<file path="src/hw/ordr_consts.svh">
/*
 * Constants of the overrange detect and report block: register addresses,
 * field positions, reset values and counts.
 * Assumes it is included by bare name from the package and the design modules.
 */
// Function
// - Flag refreshed once per output sample.
// - Overrange from analog and digital trip sources.
// - Digital trip when output clips full scale.
// - Nonzero codes map to constant dBFS levels.
// - Threshold mode flags output above threshold.
// - Normal mode flags only full-scale digital trips.
// - Full-overrange mode flags analog or digital trip.
// - Data-valid mode drives low on trip, calibration.
// - Control register selects auto reset, mode, threshold.
// - Auto reset starts converter reset on overrange.
// - Flag held asserted until auto reset completes.
// - Modulator reset after sixteen consecutive analog trips.
// - Analog trips reach flag sample by sample with indication mode set.
// - Data valid on rising clock, inversion bit swaps.
`ifndef ORDR_CONSTS_SVH
`define ORDR_CONSTS_SVH

`define ORDR_ADDR_WIDTH      13
`define ORDR_CTRL_ADDR       13'h0111
`define ORDR_OCLK_ADDR       13'h0016
`define ORDR_CTRL_RESET      8'h00
`define ORDR_OCLK_RESET      8'h00
`define ORDR_AUTO_RESET_ON_OVERRANGE_BIT     7
`define ORDR_INDMODE_BIT     6
`define ORDR_THRESH_MSB      5
`define ORDR_CLKINV_BIT      7
`define ORDR_ANALOG_PERSIST  5'h10
`define ORDR_THRESH_CODES    64

`endif

</file>
<file path="src/hw/ordr_pkg.sv">
/*
 * Types shared by the overrange detect and report modules.
 * Assumes ordr_consts.svh is on the include path.
 */
`include "ordr_consts.svh"

package ordr_pkg;

    // ------------------------------------------------------------------
    // Control register layout
    // ------------------------------------------------------------------
    typedef struct packed {
        logic       autoReset;
        logic       indicationMode;
        logic [5:0] threshold;
    } ordr_ctrl_s;

    typedef enum logic [1:0] {
        ORDR_NORMAL,
        ORDR_THRESHOLD,
        ORDR_FULL_OVERRANGE,
        ORDR_DATA_VALID
    } ordr_mode_e;

    typedef enum logic {
        ORDR_RUN,
        ORDR_SELF_RESET
    } ordr_state_e;

endpackage : ordr_pkg

</file>
<file path="src/hw/ordr_threshold_rom.sv">
/*
 * Constant table of comparison levels, one per threshold code.
 * Assumes the sample is a signed twos complement value of SAMPLE_WIDTH bits.
 */
`timescale 1ns/1ps
`include "ordr_consts.svh"

module ordr_threshold_rom #(
    parameter int SAMPLE_WIDTH = 16
) (
    input  wire logic [5:0]              thresholdCode,
    output logic signed [SAMPLE_WIDTH-1:0] level
);

    // Each nonzero code n stands for n/64 of full scale (code 0 is full scale): code 1 is -36.12 dBFS,
    // code 0x20 is -6.02 dBFS and code 0x3F is -0.14 dBFS.
    logic signed [SAMPLE_WIDTH-1:0] levels [`ORDR_THRESH_CODES];

    generate
        if (SAMPLE_WIDTH < 8) begin : gWidthCheck
            $error("ordr_threshold_rom: SAMPLE_WIDTH must be at least 8");
        end
    endgenerate

    genvar g;
    generate
        for (g = 0; g < `ORDR_THRESH_CODES; g++) begin : gLevel
            if (g == 0) begin : gFull
                assign levels[g] = {1'b0, {(SAMPLE_WIDTH-1){1'b1}}};
            end else begin : gStep
                assign levels[g] = SAMPLE_WIDTH'(g << (SAMPLE_WIDTH - 7));
            end
        end
    endgenerate

    assign level = levels[thresholdCode];

endmodule : ordr_threshold_rom

</file>
<file path="src/hw/ordr_top.sv">
/*
 * Overrange detection and reporting: combines the modulator analog trip with
 * the digital trip of the output engine and drives one overrange flag and
 * the data clock output, both from flip-flops.
 * Assumes sampleStrobe is a one-cycle enable at the output data rate with at
 * least two clocks between strobes, and that configuration writes arrive
 * from the serial control port on the same clock.
 */
`timescale 1ns/1ps
`include "ordr_consts.svh"

module ordr_top #(
    parameter int SAMPLE_WIDTH = 16
) (
    input  wire logic                          ref_clk,
    input  wire logic                          rstn,
    input  wire logic                          sampleStrobe,
    input  wire logic signed [SAMPLE_WIDTH-1:0] sampleData,
    input  wire logic                          engineClip,
    input  wire logic                          analogTrip,
    input  wire logic                          calibrating,
    input  wire logic                          converterResetDone,
    input  wire logic                          cfgWrite,
    input  wire logic                          cfgRead,
    input  wire logic [`ORDR_ADDR_WIDTH-1:0]   cfgAddr,
    input  wire logic [7:0]                    cfgWrData,
    output logic [7:0]                         cfgRdData,
    output logic                               overrangeFlag,
    output logic                               dataClockOut,
    output logic                               converterResetReq,
    output logic                               modulatorResetReq
);

    generate
        if (SAMPLE_WIDTH < 8) begin : gWidthCheck
            $error("ordr_top: SAMPLE_WIDTH must be at least 8");
        end
    endgenerate

    // ------------------------------------------------------------------
    // Analog trip synchroniser
    // ------------------------------------------------------------------
    // The trip comes from the modulator clock domain, so it is retimed
    // before anything looks at it.
    logic tripMeta;
    logic tripSync;

    always_ff @(posedge ref_clk) begin
        if (!rstn) begin
            tripMeta <= 1'b0;
            tripSync <= 1'b0;
        end else begin
            tripMeta <= analogTrip;
            tripSync <= tripMeta;
        end
    end

    // ------------------------------------------------------------------
    // Registers
    // ------------------------------------------------------------------
    localparam logic [7:0] OCLK_RESET = `ORDR_OCLK_RESET;

    ordr_pkg::ordr_ctrl_s ctrl;
    ordr_pkg::ordr_ctrl_s next_ctrl;
    logic                 clkInvert;
    logic                 next_clkInvert;
    logic [7:0]           next_cfgRdData;

    always_comb begin
        next_ctrl      = ctrl;
        next_clkInvert = clkInvert;
        next_cfgRdData = cfgRdData;
        if (cfgWrite && cfgAddr == `ORDR_CTRL_ADDR) begin
            next_ctrl = ordr_pkg::ordr_ctrl_s'(cfgWrData);
        end
        if (cfgWrite && cfgAddr == `ORDR_OCLK_ADDR) begin
            next_clkInvert = cfgWrData[`ORDR_CLKINV_BIT];
        end
        if (cfgRead) begin
            unique case (cfgAddr)
                `ORDR_CTRL_ADDR: next_cfgRdData = 8'(ctrl);
                `ORDR_OCLK_ADDR: next_cfgRdData = {clkInvert, 7'h00};
                default:         next_cfgRdData = 8'h00;
            endcase
        end
    end

    always_ff @(posedge ref_clk) begin
        if (!rstn) begin
            ctrl      <= ordr_pkg::ordr_ctrl_s'(`ORDR_CTRL_RESET);
            clkInvert <= OCLK_RESET[`ORDR_CLKINV_BIT];
            cfgRdData <= 8'h00;
        end else begin
            ctrl      <= next_ctrl;
            clkInvert <= next_clkInvert;
            cfgRdData <= next_cfgRdData;
        end
    end

    // ------------------------------------------------------------------
    // Mode decode and trip detection
    // ------------------------------------------------------------------
    ordr_pkg::ordr_mode_e           mode;
    logic signed [SAMPLE_WIDTH-1:0] level;
    logic                           digitalTrip;
    logic                           anyTrip;
    logic [5:0]                     activeCode;

    // With the indication mode set the low threshold bits are don't care,
    // so the digital trip falls back to the full-scale level there.
    assign activeCode = ctrl.indicationMode ? 6'h00 : ctrl.threshold;

    ordr_threshold_rom #(
        .SAMPLE_WIDTH (SAMPLE_WIDTH)
    ) uLevels (
        .thresholdCode (activeCode),
        .level         (level)
    );

    always_comb begin
        if (!ctrl.indicationMode) begin
            mode = (ctrl.threshold == 6'h00) ? ordr_pkg::ORDR_NORMAL
                                             : ordr_pkg::ORDR_THRESHOLD;
        end else begin
            mode = ctrl.threshold[`ORDR_THRESH_MSB] ? ordr_pkg::ORDR_DATA_VALID
                                                    : ordr_pkg::ORDR_FULL_OVERRANGE;
        end
    end

    // The sample is taken before output formatting, so the signed compare
    // holds for every output format.
    assign digitalTrip = engineClip || (sampleData > level);
    assign anyTrip     = tripSync || digitalTrip;

    // ------------------------------------------------------------------
    // Analog persistence counter
    // ------------------------------------------------------------------
    logic [4:0] persistCount;
    logic [4:0] next_persistCount;
    logic       next_modulatorResetReq;

    always_comb begin
        next_persistCount      = tripSync ? persistCount : 5'h00;
        next_modulatorResetReq = 1'b0;
        if (tripSync && persistCount != `ORDR_ANALOG_PERSIST) begin
            next_persistCount = persistCount + 5'h01;
        end
        if (tripSync && ctrl.autoReset
            && persistCount == `ORDR_ANALOG_PERSIST - 5'h01) begin
            next_modulatorResetReq = 1'b1;
        end
    end

    always_ff @(posedge ref_clk) begin
        if (!rstn) begin
            persistCount      <= 5'h00;
            modulatorResetReq <= 1'b0;
        end else begin
            persistCount      <= next_persistCount;
            modulatorResetReq <= next_modulatorResetReq;
        end
    end

    // ------------------------------------------------------------------
    // Automatic self reset
    // ------------------------------------------------------------------
    ordr_pkg::ordr_state_e state;
    ordr_pkg::ordr_state_e next_state;
    logic                  next_converterResetReq;
    logic                  detected;

    always_comb begin
        unique case (mode)
            ordr_pkg::ORDR_NORMAL,
            ordr_pkg::ORDR_THRESHOLD: detected = digitalTrip;
            ordr_pkg::ORDR_FULL_OVERRANGE,
            ordr_pkg::ORDR_DATA_VALID: detected = anyTrip;
        endcase
    end

    always_comb begin
        next_state             = state;
        next_converterResetReq = converterResetReq;
        unique case (state)
            ordr_pkg::ORDR_RUN: begin
                if (ctrl.autoReset && sampleStrobe && detected) begin
                    next_state             = ordr_pkg::ORDR_SELF_RESET;
                    next_converterResetReq = 1'b1;
                end
            end
            ordr_pkg::ORDR_SELF_RESET: begin
                if (converterResetDone) begin
                    next_state             = ordr_pkg::ORDR_RUN;
                    next_converterResetReq = 1'b0;
                end
            end
        endcase
    end

    always_ff @(posedge ref_clk) begin
        if (!rstn) begin
            state             <= ordr_pkg::ORDR_RUN;
            converterResetReq <= 1'b0;
        end else begin
            state             <= next_state;
            converterResetReq <= next_converterResetReq;
        end
    end

    // ------------------------------------------------------------------
    // Flag and data clock output
    // ------------------------------------------------------------------
    // The flag changes on the strobe, together with the falling phase of
    // the data clock (the rising phase with the inversion bit set), so it is stable around the opposite edge.
    logic flagActive;
    logic next_overrangeFlag;
    logic next_dataClockOut;

    assign flagActive = detected || (mode == ordr_pkg::ORDR_DATA_VALID && calibrating)
                        || next_state == ordr_pkg::ORDR_SELF_RESET;

    always_comb begin
        next_overrangeFlag = overrangeFlag;
        next_dataClockOut  = ~clkInvert;
        if (sampleStrobe) begin
            next_dataClockOut = clkInvert;
            unique case (mode)
                ordr_pkg::ORDR_DATA_VALID: next_overrangeFlag = ~flagActive;
                default:                   next_overrangeFlag = flagActive;
            endcase
        end
    end

    always_ff @(posedge ref_clk) begin
        if (!rstn) begin
            overrangeFlag <= 1'b0;
            dataClockOut  <= 1'b0;
        end else begin
            overrangeFlag <= next_overrangeFlag;
            dataClockOut  <= next_dataClockOut;
        end
    end

endmodule : ordr_top

</file>
<file path="config.mk">
export PLATFORM = sky130hd
export DESIGN_NAME = ordr_top
export DESIGN_NICKNAME = d
export VERILOG_FILES = /design/src/hw/ordr_pkg.sv /design/src/hw/ordr_threshold_rom.sv /design/src/hw/ordr_top.sv
export VERILOG_INCLUDE_DIRS = /design/src /design/src/hw
export SDC_FILE = /design/constraint.sdc
export NUM_CORES = 1
export LEC_CHECK = 0
export BUFFER_PORTS_ARGS = -buffer_cell sky130_fd_sc_hd__buf_4
export CAP_MARGIN = 5
export CORE_MARGIN = 5
export CORE_UTILIZATION = 55
export CTS_CLUSTER_SIZE = 28
export DETAILED_ROUTE_END_ITERATION = 7
export PLACE_DENSITY = 0.94
export SLEW_MARGIN = 30
export SYNTH_ARGS = -nofsm -noshare
export SYNTH_HDL_FRONTEND = slang
export SYNTH_HIERARCHICAL = 1
export SYNTH_SLANG_ARGS = --single-unit
</file>
<file path="constraint.sdc">
create_clock -name ref_clk -period 7.2 [get_ports ref_clk]
set_input_delay 0.72 -clock ref_clk [delete_from_list [all_inputs] [get_ports ref_clk]]
set_output_delay 0.72 -clock ref_clk [all_outputs]
set_load 0.01 [all_outputs]
</file>
==> reports/qor.log, run 1 <==
[floorplanning] count of boundary I/O pins 58
[synth] flip-flop and latch count after synthesis 29
[clock_network] root buf cell sky130_fd_sc_hd__clkbuf_4
[worst_setup_path] worst reg2reg startpoint ctrl[6]
[pwr] power per cell area 135.1 mW/mm2
[layout] leading cell type in the layout, fill and taps excluded sky130_fd_sc_hd__buf_4
[job] number of maximum-capacitance constraint violations 0
[clock_network] number of buffers inserted by post-CTS setup repair 0
[placed_design] HPWL reported at the end of detailed placement 3.335 mm
[sta] final setup skew 5.957 ps
[drt] final routed wire length divided by cell count 12.98 um
[worst_setup_path] Max stage delay cell, worst path sky130_fd_sc_hd__or4_4
[synth] YS warnings 6
[layout] n_diodes 0
[drt] Pre-antenna DRT Iters 4
[layout] Largest regs cfgRdData (8), ctrl (8), persistCount (5)
[global_route] maximum number of pins on one net before global-route repair 28
[worst_setup_path] startpoint-to-endpoint class of the critical path flip-flop to flip-flop
[sta] post-route minimum period 3372 ps
[clock_network] # clock sinks 29
[global_route] Most Crowded Layer GR met2
[worst_setup_path] CP startpoint kind flip-flop
[clock_network] number of resized instances in the post-cts repair step 0
[clock_network] clock tree from TritonCTS yes
[synth] Avg Inst Size Synth 8.506 um2
[floorplanning] number of placement rows 21
[layout] total of fill cells in the finished design 282
[sta] ratio of final minimum period to clock period 0.4683
[sta] sum of negative setup slack 0 ps
[floorplanning] full die area 0.004723 mm2
[placed_design] Setup WS pre-CTS 3830 ps
[synth] simple-gate area share of the yosys netlist 0.2599
[clock_network] H-tree levels 2
[layout] utilization after layout 0.7008
[global_route] initial antenna violation count 0
[clock_network] Max clock buf depth 2
[drt] Detailed Route Iter0 Violations 67
[sta] Max-Slew Margin vs Limit 0.4216
[clock_network] CTS Hold Bufs 0
[sta] setup slack of the critical path after layout 3828 ps
[placed_design] placer's final routability congestion estimate 0.7820
[worst_setup_path] max incr delay on CP 570 ps
[layout] most frequent cells in the layout 57 x sky130_fd_sc_hd__buf_4, 29 x sky130_fd_sc_hd__dfxtp_1, 22 x sky130_fd_sc_hd__inv_1, 22 x sky130_fd_sc_hd__nand2_1, 19 x sky130_fd_sc_hd__ha_1
[global_route] overall overflow remaining after global route 0
[floorplanning] core area 0.003337 mm2
[global_route] met1 usage in global routing 0.2223
[synth] Post-synth EDFFs 0
[layout] area growth from synthesis to layout 23.28%
[worst_setup_path] endpoint class of the critical path flip-flop
[synth] number of standard cells after synthesis 223
[outcome] status complete, no violations
[sta] max-slew violation count 0
[layout] combined area of the multi-input logic cells 0.001120 mm2
[synth] share of the synthesized area in compound gates (AO/OA/AOI/OAI) 0.1794
[drt] count of antenna-violating nets left after detailed routing 0
[worst_setup_path] worst reg-to-reg path cell count 10
[synth] Post-synth top flop sky130_fd_sc_hd__dfxtp_1
[worst_setup_path] Critical Path, Cell by Cell nor2b_1 -> or4_4 -> nor3_2 -> inv_1 -> ha_1 -> nand4_1 -> a211oi_1 -> o21ai_0 -> a2111oi_1 -> o21a_1
[global_route] total track usage 0.2001
[sta] final setup violating endpoints 0
[synth] number of nets produced by synthesis 288
[synth] number of distinct library cells after synthesis 50
[global_route] Global Route met2 Usage 0.3695
[clock_network] Worst-Skew Late Latency 320 ps
[clock_network] total CTS buffers 5
[pwr] Peak VDD IR 0.0001321 V
[global_route] met3 track utilization from global routing 0.05835
[min_path] hold path start tripMeta
[synth] synthesized-area fraction occupied by adder cells 0.1253
[sta] unrepaired setup endpoints after global routing no
[global_route] vias in the first global route 1706
[layout] fraction of layout cells with a size suffix above 1 0.2721
[sta] transition at the pin with the smallest max-transition slack 855.6 ps
[drt] ratio of routed vias to standard cells 5.286
[layout] register area 580.6 um2
[floorplanning] overall die height 68.73 um
[global_route] wire length of the first global-routing pass 7.196 mm
[min_path] worst hold-check path type flip-flop to flip-flop
[synth] post-synthesis instance area 0.001897 mm2
[synth] share of flip-flops with an asynchronous set or reset 0
[layout] NumNets Final 336
[synth] share of the synthesized netlist area taken by xor and xnor gates 0.01847
[layout] final instance count without filler cells 318
[placed_design] dpl cells 310
[synth] sequential-to-total area share from yosys stat 0.3061
[synth] mux share of post-synthesis cell area 0.005277
[min_path] worst hold path depth 1
[drt] Detailed Route WL 4.129 mm
[clock_network] clock slew at reported path FFs 90 ps
[worst_setup_path] worst path arrival time 3650 ps
[worst_setup_path] crit-path max FO 10
[drt] overall via count from detail_route 1681
[worst_setup_path] Crit. Startpoint ctrl[6]
[sta] f_max 296.6 MHz
[worst_setup_path] required time of the critical path 7470 ps
[placed_design] number of buffer cells added on primary ports 57
[floorplanning] starting utilization of the core area 0.5684
[synth] combinational family with the most area after synthesis simple AND/OR/NAND/NOR gates
[pwr] static leakage power 0.001147 uW
[floorplanning] die span in x 68.73 um
[drt] DRC violations left 0
[sta] number of hold-slack violations in the final timing report 0
[cell families (layout without fill, tap and decap cells)]
kind of cell    count (synthesis)  after routing
compound gates                 46             46
xor+xnor                        4              4
fa+ha+maj                      19             19
buf+inv                        38             87
flops                          29             29
mux                             1              1
other cells                     1              1
simple gates                   85             85
[layout make-up]
cell class	count	area share
Tap cell	46	0.02461
Clock inverter	1	0.002140
Timing Repair Buffer	57	0.1830
Inverter	22	0.03531
Multi-Input combinational cell	156	0.4789
Clock buffer	7	0.02782
Sequential cell	29	0.2483
[layer usage]
layer / vias to the layer above / wire length (um)
li1: 864 / -
met1: 764 / 1708
met2: 50 / 2128
met3: 3 / 275
met4: 0 / 16
met5: - / 0
[final timing paths]
kind                                          end  slack [ps]
worst max register to register  converterResetReq        3830
worst max-delay path            converterResetReq        3830
worst min-delay path                     tripSync         440
worst min register to register           tripSync         440
[power by group]
part / internal (uW) / leakage [uW] / switching [uW]
Combinational: 25.3 / 0.000871 / 16.2
Clock: 56.5 / 0.0000413 / 55.0
Sequential: 162 / 0.000235 / 0.863
[cells in the mapped netlist (2+ instances only)]
master                     number  area [um2]
sky130_fd_sc_hd__o21bai_1       6       45.04
sky130_fd_sc_hd__a21boi_0       7       52.55
sky130_fd_sc_hd__ha_1          19       237.7
sky130_fd_sc_hd__nor3_1         2       10.01
sky130_fd_sc_hd__inv_1         22       82.58
sky130_fd_sc_hd__o21ai_0        2       10.01
sky130_fd_sc_hd__or4_1          3       22.52
sky130_fd_sc_hd__o21a_1         2       15.01
sky130_fd_sc_hd__a21o_1         2       15.01
sky130_fd_sc_hd__and2_1         3       18.77
sky130_fd_sc_hd__nand3_1       18       90.09
sky130_fd_sc_hd__buf_4         10       75.07
sky130_fd_sc_hd__nor2b_1        7       43.79
sky130_fd_sc_hd__clkbuf_1       3       11.26
sky130_fd_sc_hd__buf_6          2       22.52
sky130_fd_sc_hd__xnor2_1        3       26.28
sky130_fd_sc_hd__nand4_1        2       12.51
sky130_fd_sc_hd__nand2b_1       8       50.05
sky130_fd_sc_hd__nand2_1       22       82.58
sky130_fd_sc_hd__a21oi_1        7       35.03
sky130_fd_sc_hd__dfxtp_1       29       580.6
sky130_fd_sc_hd__nor2_1         6       22.52
sky130_fd_sc_hd__a21boi_1      10       75.07
sky130_fd_sc_hd__or4_4          2       22.52
[worst max-delay path: cells and delay by family (launching register included)]
kind | cells | cell delay, ps
compound gates | 4 | 1110
fa+ha+maj | 1 | 340
buf+inv | 1 | 120
flops | 1 | 480
simple gates | 4 | 1280
[stage by stage]
step | cell area [um2] | total power (uW) | hold WS (ps)
final | 2338 | 315.9 | 443.9
after global routing | 2338 | 332.0 | 460.1
after CTS | 2338 | 318.9 | 449.8
after detailed placement | 2268 | 208.3 | 428.7
after global placement | 2268 | 207.1 | 415.8
after floorplan | 1897 | 184.1 | 411.9
(Power assumes the default switching activity.)
==> run 2, diff against run 1 <==
--- a/config.mk
+++ b/config.mk
@@ -6,13 +6,14 @@
 export SDC_FILE = /design/constraint.sdc
 export NUM_CORES = 1
 export LEC_CHECK = 0
+export ABC_AREA = 1
 export BUFFER_PORTS_ARGS = -buffer_cell sky130_fd_sc_hd__buf_4
 export CAP_MARGIN = 5
 export CORE_MARGIN = 5
-export CORE_UTILIZATION = 55
+export CORE_UTILIZATION = 51
 export CTS_CLUSTER_SIZE = 28
 export DETAILED_ROUTE_END_ITERATION = 7
-export PLACE_DENSITY = 0.94
+export PLACE_DENSITY = 0.88
 export SLEW_MARGIN = 30
 export SYNTH_ARGS = -nofsm -noshare
 export SYNTH_HDL_FRONTEND = slang
==> constraint.sdc (replaced) <==
create_clock -name ref_clk -period 3.4 [get_ports ref_clk]
set_input_delay 0.34 -clock ref_clk [delete_from_list [all_inputs] [get_ports ref_clk]]
set_output_delay 0.34 -clock ref_clk [all_outputs]
set_load 0.01 [all_outputs]
==> reports/qor.log, run 2 <==
[job] number of maximum-capacitance constraint violations 0
[synth] cells taking the most area after synthesis sky130_fd_sc_hd__dfxtp_1 31%, sky130_fd_sc_hd__ha_1 13%, sky130_fd_sc_hd__inv_1 11%
[synth] YS warnings 6
[worst_setup_path] Max stage delay cell, worst path sky130_fd_sc_hd__dfxtp_1
[global_route] total track usage 0.1763
[layout] area growth from synthesis to layout 26.89%
[synth] ranking of synthesized cells by instance count 53 x sky130_fd_sc_hd__inv_1, 50 x sky130_fd_sc_hd__nand2_1, 29 x sky130_fd_sc_hd__dfxtp_1, 27 x sky130_fd_sc_hd__a21oi_1, 20 x sky130_fd_sc_hd__nor2_1
[synth] Post-synth EDFFs 0
[clock_network] total CTS buffers 5
[global_route] wire length of the first global-routing pass 7.169 mm
[layout] most frequent cells in the layout 57 x sky130_fd_sc_hd__buf_4, 53 x sky130_fd_sc_hd__inv_1, 50 x sky130_fd_sc_hd__nand2_1
[clock_network] H-tree levels 2
[layout] leading cell type in the layout, fill and taps excluded sky130_fd_sc_hd__buf_4
[worst_setup_path] required time of the critical path 3580 ps
[clock_network] Worst-Skew Late Latency 280 ps
[layout] fraction of layout cells with a size suffix above 1 0.2416
[worst_setup_path] library cell appearing most often on the critical path sky130_fd_sc_hd__nand2_1
[worst_setup_path] worst reg-to-reg setup slack 700 ps
[worst_setup_path] CP startpoint kind flip-flop
[global_route] vias in the first global route 1787
[clock_network] Max clock buf depth 2
[synth] most used standard cell by instance count after synthesis sky130_fd_sc_hd__inv_1
[min_path] hold path start analogTrip
[worst_setup_path] capturing point of the worst reg2reg path overrangeFlag
[synth] Post-synth top flop sky130_fd_sc_hd__dfxtp_1
[drt] Detailed Route Iter0 Violations 41
[floorplanning] full die area 0.005022 mm2
[layout] NumNets Final 391
[layout] final instance count without filler cells 375
[worst_setup_path] crit-path max FO 10
[sta] max-slew violation count 0
[worst_setup_path] max incr delay on CP 500 ps
[synth] share of flip-flops with an asynchronous set or reset 0
[sta] sum of negative setup slack 0 ps
[synth] flip-flop and latch count after synthesis 29
[clock_network] clock tree from TritonCTS yes
[placed_design] dpl cells 367
[sta] final setup skew 3.729 ps
[worst_setup_path] worst reg-to-reg path cell count 20
[placed_design] placer's final routability congestion estimate 0.8656
[floorplanning] die span in x 70.87 um
[floorplanning] core area 0.003633 mm2
[floorplanning] count of boundary I/O pins 58
[drt] DRC violations left 0
[sta] final setup violating endpoints 0
[synth] sequential-to-total area share from yosys stat 0.3073
[global_route] maximum number of pins on one net before global-route repair 19
[clock_network] number of resized instances in the post-cts repair step 0
[clock_network] clock slew at reported path FFs 60 ps
[min_path] hold-critical path endpoint tripMeta
[floorplanning] starting utilization of the core area 0.5200
[layout] utilization after layout 0.6598
[clock_network] CTS Hold Bufs 0
[layout] Largest regs cfgRdData (8), ctrl (8), persistCount (5)
[drt] overall via count from detail_route 1818
[synth] post-synthesis instance area 0.001889 mm2
[placed_design] number of buffer cells added on primary ports 57
[sta] ratio of final minimum period to clock period 0.7953
[worst_setup_path] worst path arrival time 2890 ps
[drt] final routed wire length divided by cell count 10.94 um
[drt] Pre-antenna DRT Iters 4
[pwr] Peak VDD IR 0.0003142 V
[worst_setup_path] endpoint class of the critical path flip-flop
[floorplanning] overall die height 70.87 um
[global_route] initial antenna violation count 0
[sta] number of hold-slack violations in the final timing report 0
[sta] f_max 369.8 MHz
[drt] ratio of routed vias to standard cells 4.848
[placed_design] HPWL reported at the end of detailed placement 3.368 mm
[worst_setup_path] startpoint-to-endpoint class of the critical path flip-flop to flip-flop
[worst_setup_path] cell class contributing the biggest share of worst-path delay simple AND/OR/NAND/NOR gates
[worst_setup_path] number of buffer and inverter stages on the critical path 3
[sta] post-route minimum period 2704 ps
[drt] count of antenna-violating nets left after detailed routing 0
[worst_setup_path] worst reg2reg startpoint ctrl[6]
[synth] Avg Inst Size Synth 6.845 um2
[clock_network] number of buffers inserted by post-CTS setup repair 0
[outcome] status complete, no violations
[synth] library cell with the largest summed area after synthesis sky130_fd_sc_hd__dfxtp_1
[pwr] static leakage power 0.001306 uW
[drt] Detailed Route WL 4.104 mm
[floorplanning] number of placement rows 22
[pwr] power per cell area 342.1 mW/mm2
[layout] n_diodes 0
[clock_network] root buf cell sky130_fd_sc_hd__clkbuf_8
[sta] unrepaired setup endpoints after global routing no
[global_route] overall overflow remaining after global route 0
[synth] number of standard cells after synthesis 276
[synth] number of nets produced by synthesis 341
[worst_setup_path] Critical Path, Cell by Cell nor2_1 -> nor2_2 -> nand3_2 -> nor2_2 -> inv_1 -> ha_1 -> nand2_2 -> inv_1 -> a21oi_1 -> nand3_1 -> nand2_1 -> nand2_1 -> nand2_1 -> nand2_1 -> nand2_2 -> nand3_1 -> nand2_1 -> nand3_1 -> nand2_1 -> inv_1
[min_path] worst hold-check path type primary input to flip-flop
[synth] number of distinct library cells after synthesis 28
[min_path] worst hold path depth 3
[clock_network] # clock sinks 29
[synth] Synth top area share 0.3073
==> run 2: cell count changes after synthesis, sizes merged, moves of 5 or more <==
cell and delta:
nor2 +18, nand2b -8, nand2 +32, nor2b -7, o21bai -6, or4 -5, a21boi -17, inv +33
o21ai +18, a21oi +20
==> run 2: power breakdown <==
part           total [uW]  switching (uW)  leakage [uW]  internal, uW
logic                 102            45.1       0.00101          56.8
clock network         367             128     0.0000585           238
registers             352            4.02      0.000236           348
total                 820             177       0.00131           643
==> run 2: worst min-delay path, cell delays in order <==
cell and delay (ps):
sky130_fd_sc_hd__buf_4 70, sky130_fd_sc_hd__nand2_1 40, sky130_fd_sc_hd__inv_1 40
==> run 2: layer usage <==
metal | up-vias | GRT usage | share of wire
met5 | - | 0 | 0
met1 | 788 | 0.1877 | 0.41
met4 | 0 | 0.08142 | 0.023
met2 | 55 | 0.3203 | 0.49
met3 | 12 | 0.04830 | 0.067
li1 | 963 | - | -
==> run 2: cell families after synthesis <==
| group | count (synthesis) | share of synthesized area |
|---|---|---|
| AOI/OAI and AO/OA | 49 | 0.1331 |
| xor gates and xnor gates | 1 | 0.004637 |
| adders and majority gates | 19 | 0.1258 |
| buffers and inverters | 69 | 0.1603 |
| DFF | 29 | 0.3073 |
| other | 1 | 0.001985 |
| and+or+nand+nor | 108 | 0.2669 |
==> run 2: area by class of cell <==
cell class | instances | area [um2]
multi-input cells | 178 | 1006
clock buffers | 7 | 86.33
inverters | 55 | 206.4
well taps | 48 | 60.06
fillers | 333 | 1236
clock inverters | 1 | 30.03
flip-flops and latches | 29 | 580.6
repair buffers | 57 | 427.9
==> run 2: worst max-delay path by stage <==
stage | depth (start not counted) | end | startpoint | slack [ps]
2_1_floorplan | 22 | overrangeFlag | ctrl[6] | 970
3_3_place_gp | 20 | overrangeFlag | ctrl[6] | 890
3_5_place_dp | 20 | overrangeFlag | ctrl[6] | 710
4_1_cts | 20 | overrangeFlag | ctrl[6] | 700
5_1_grt | 20 | overrangeFlag | ctrl[6] | 440
6_report | 20 | overrangeFlag | ctrl[6] | 700
==> run 2: metrics by stage <==
step                setup WS [ps]  power, uW  cell area, um2  hold WS [ps]
floorplan                   965.6      400.5            1889         390.5
global placement            885.5      457.7            2281         404.0
detailed placement          711.8      461.9            2281         403.8
CTS                         697.9      828.1            2397         226.3
global route                439.4      860.1            2397         238.9
finish                      696.0      820.2            2397         234.6
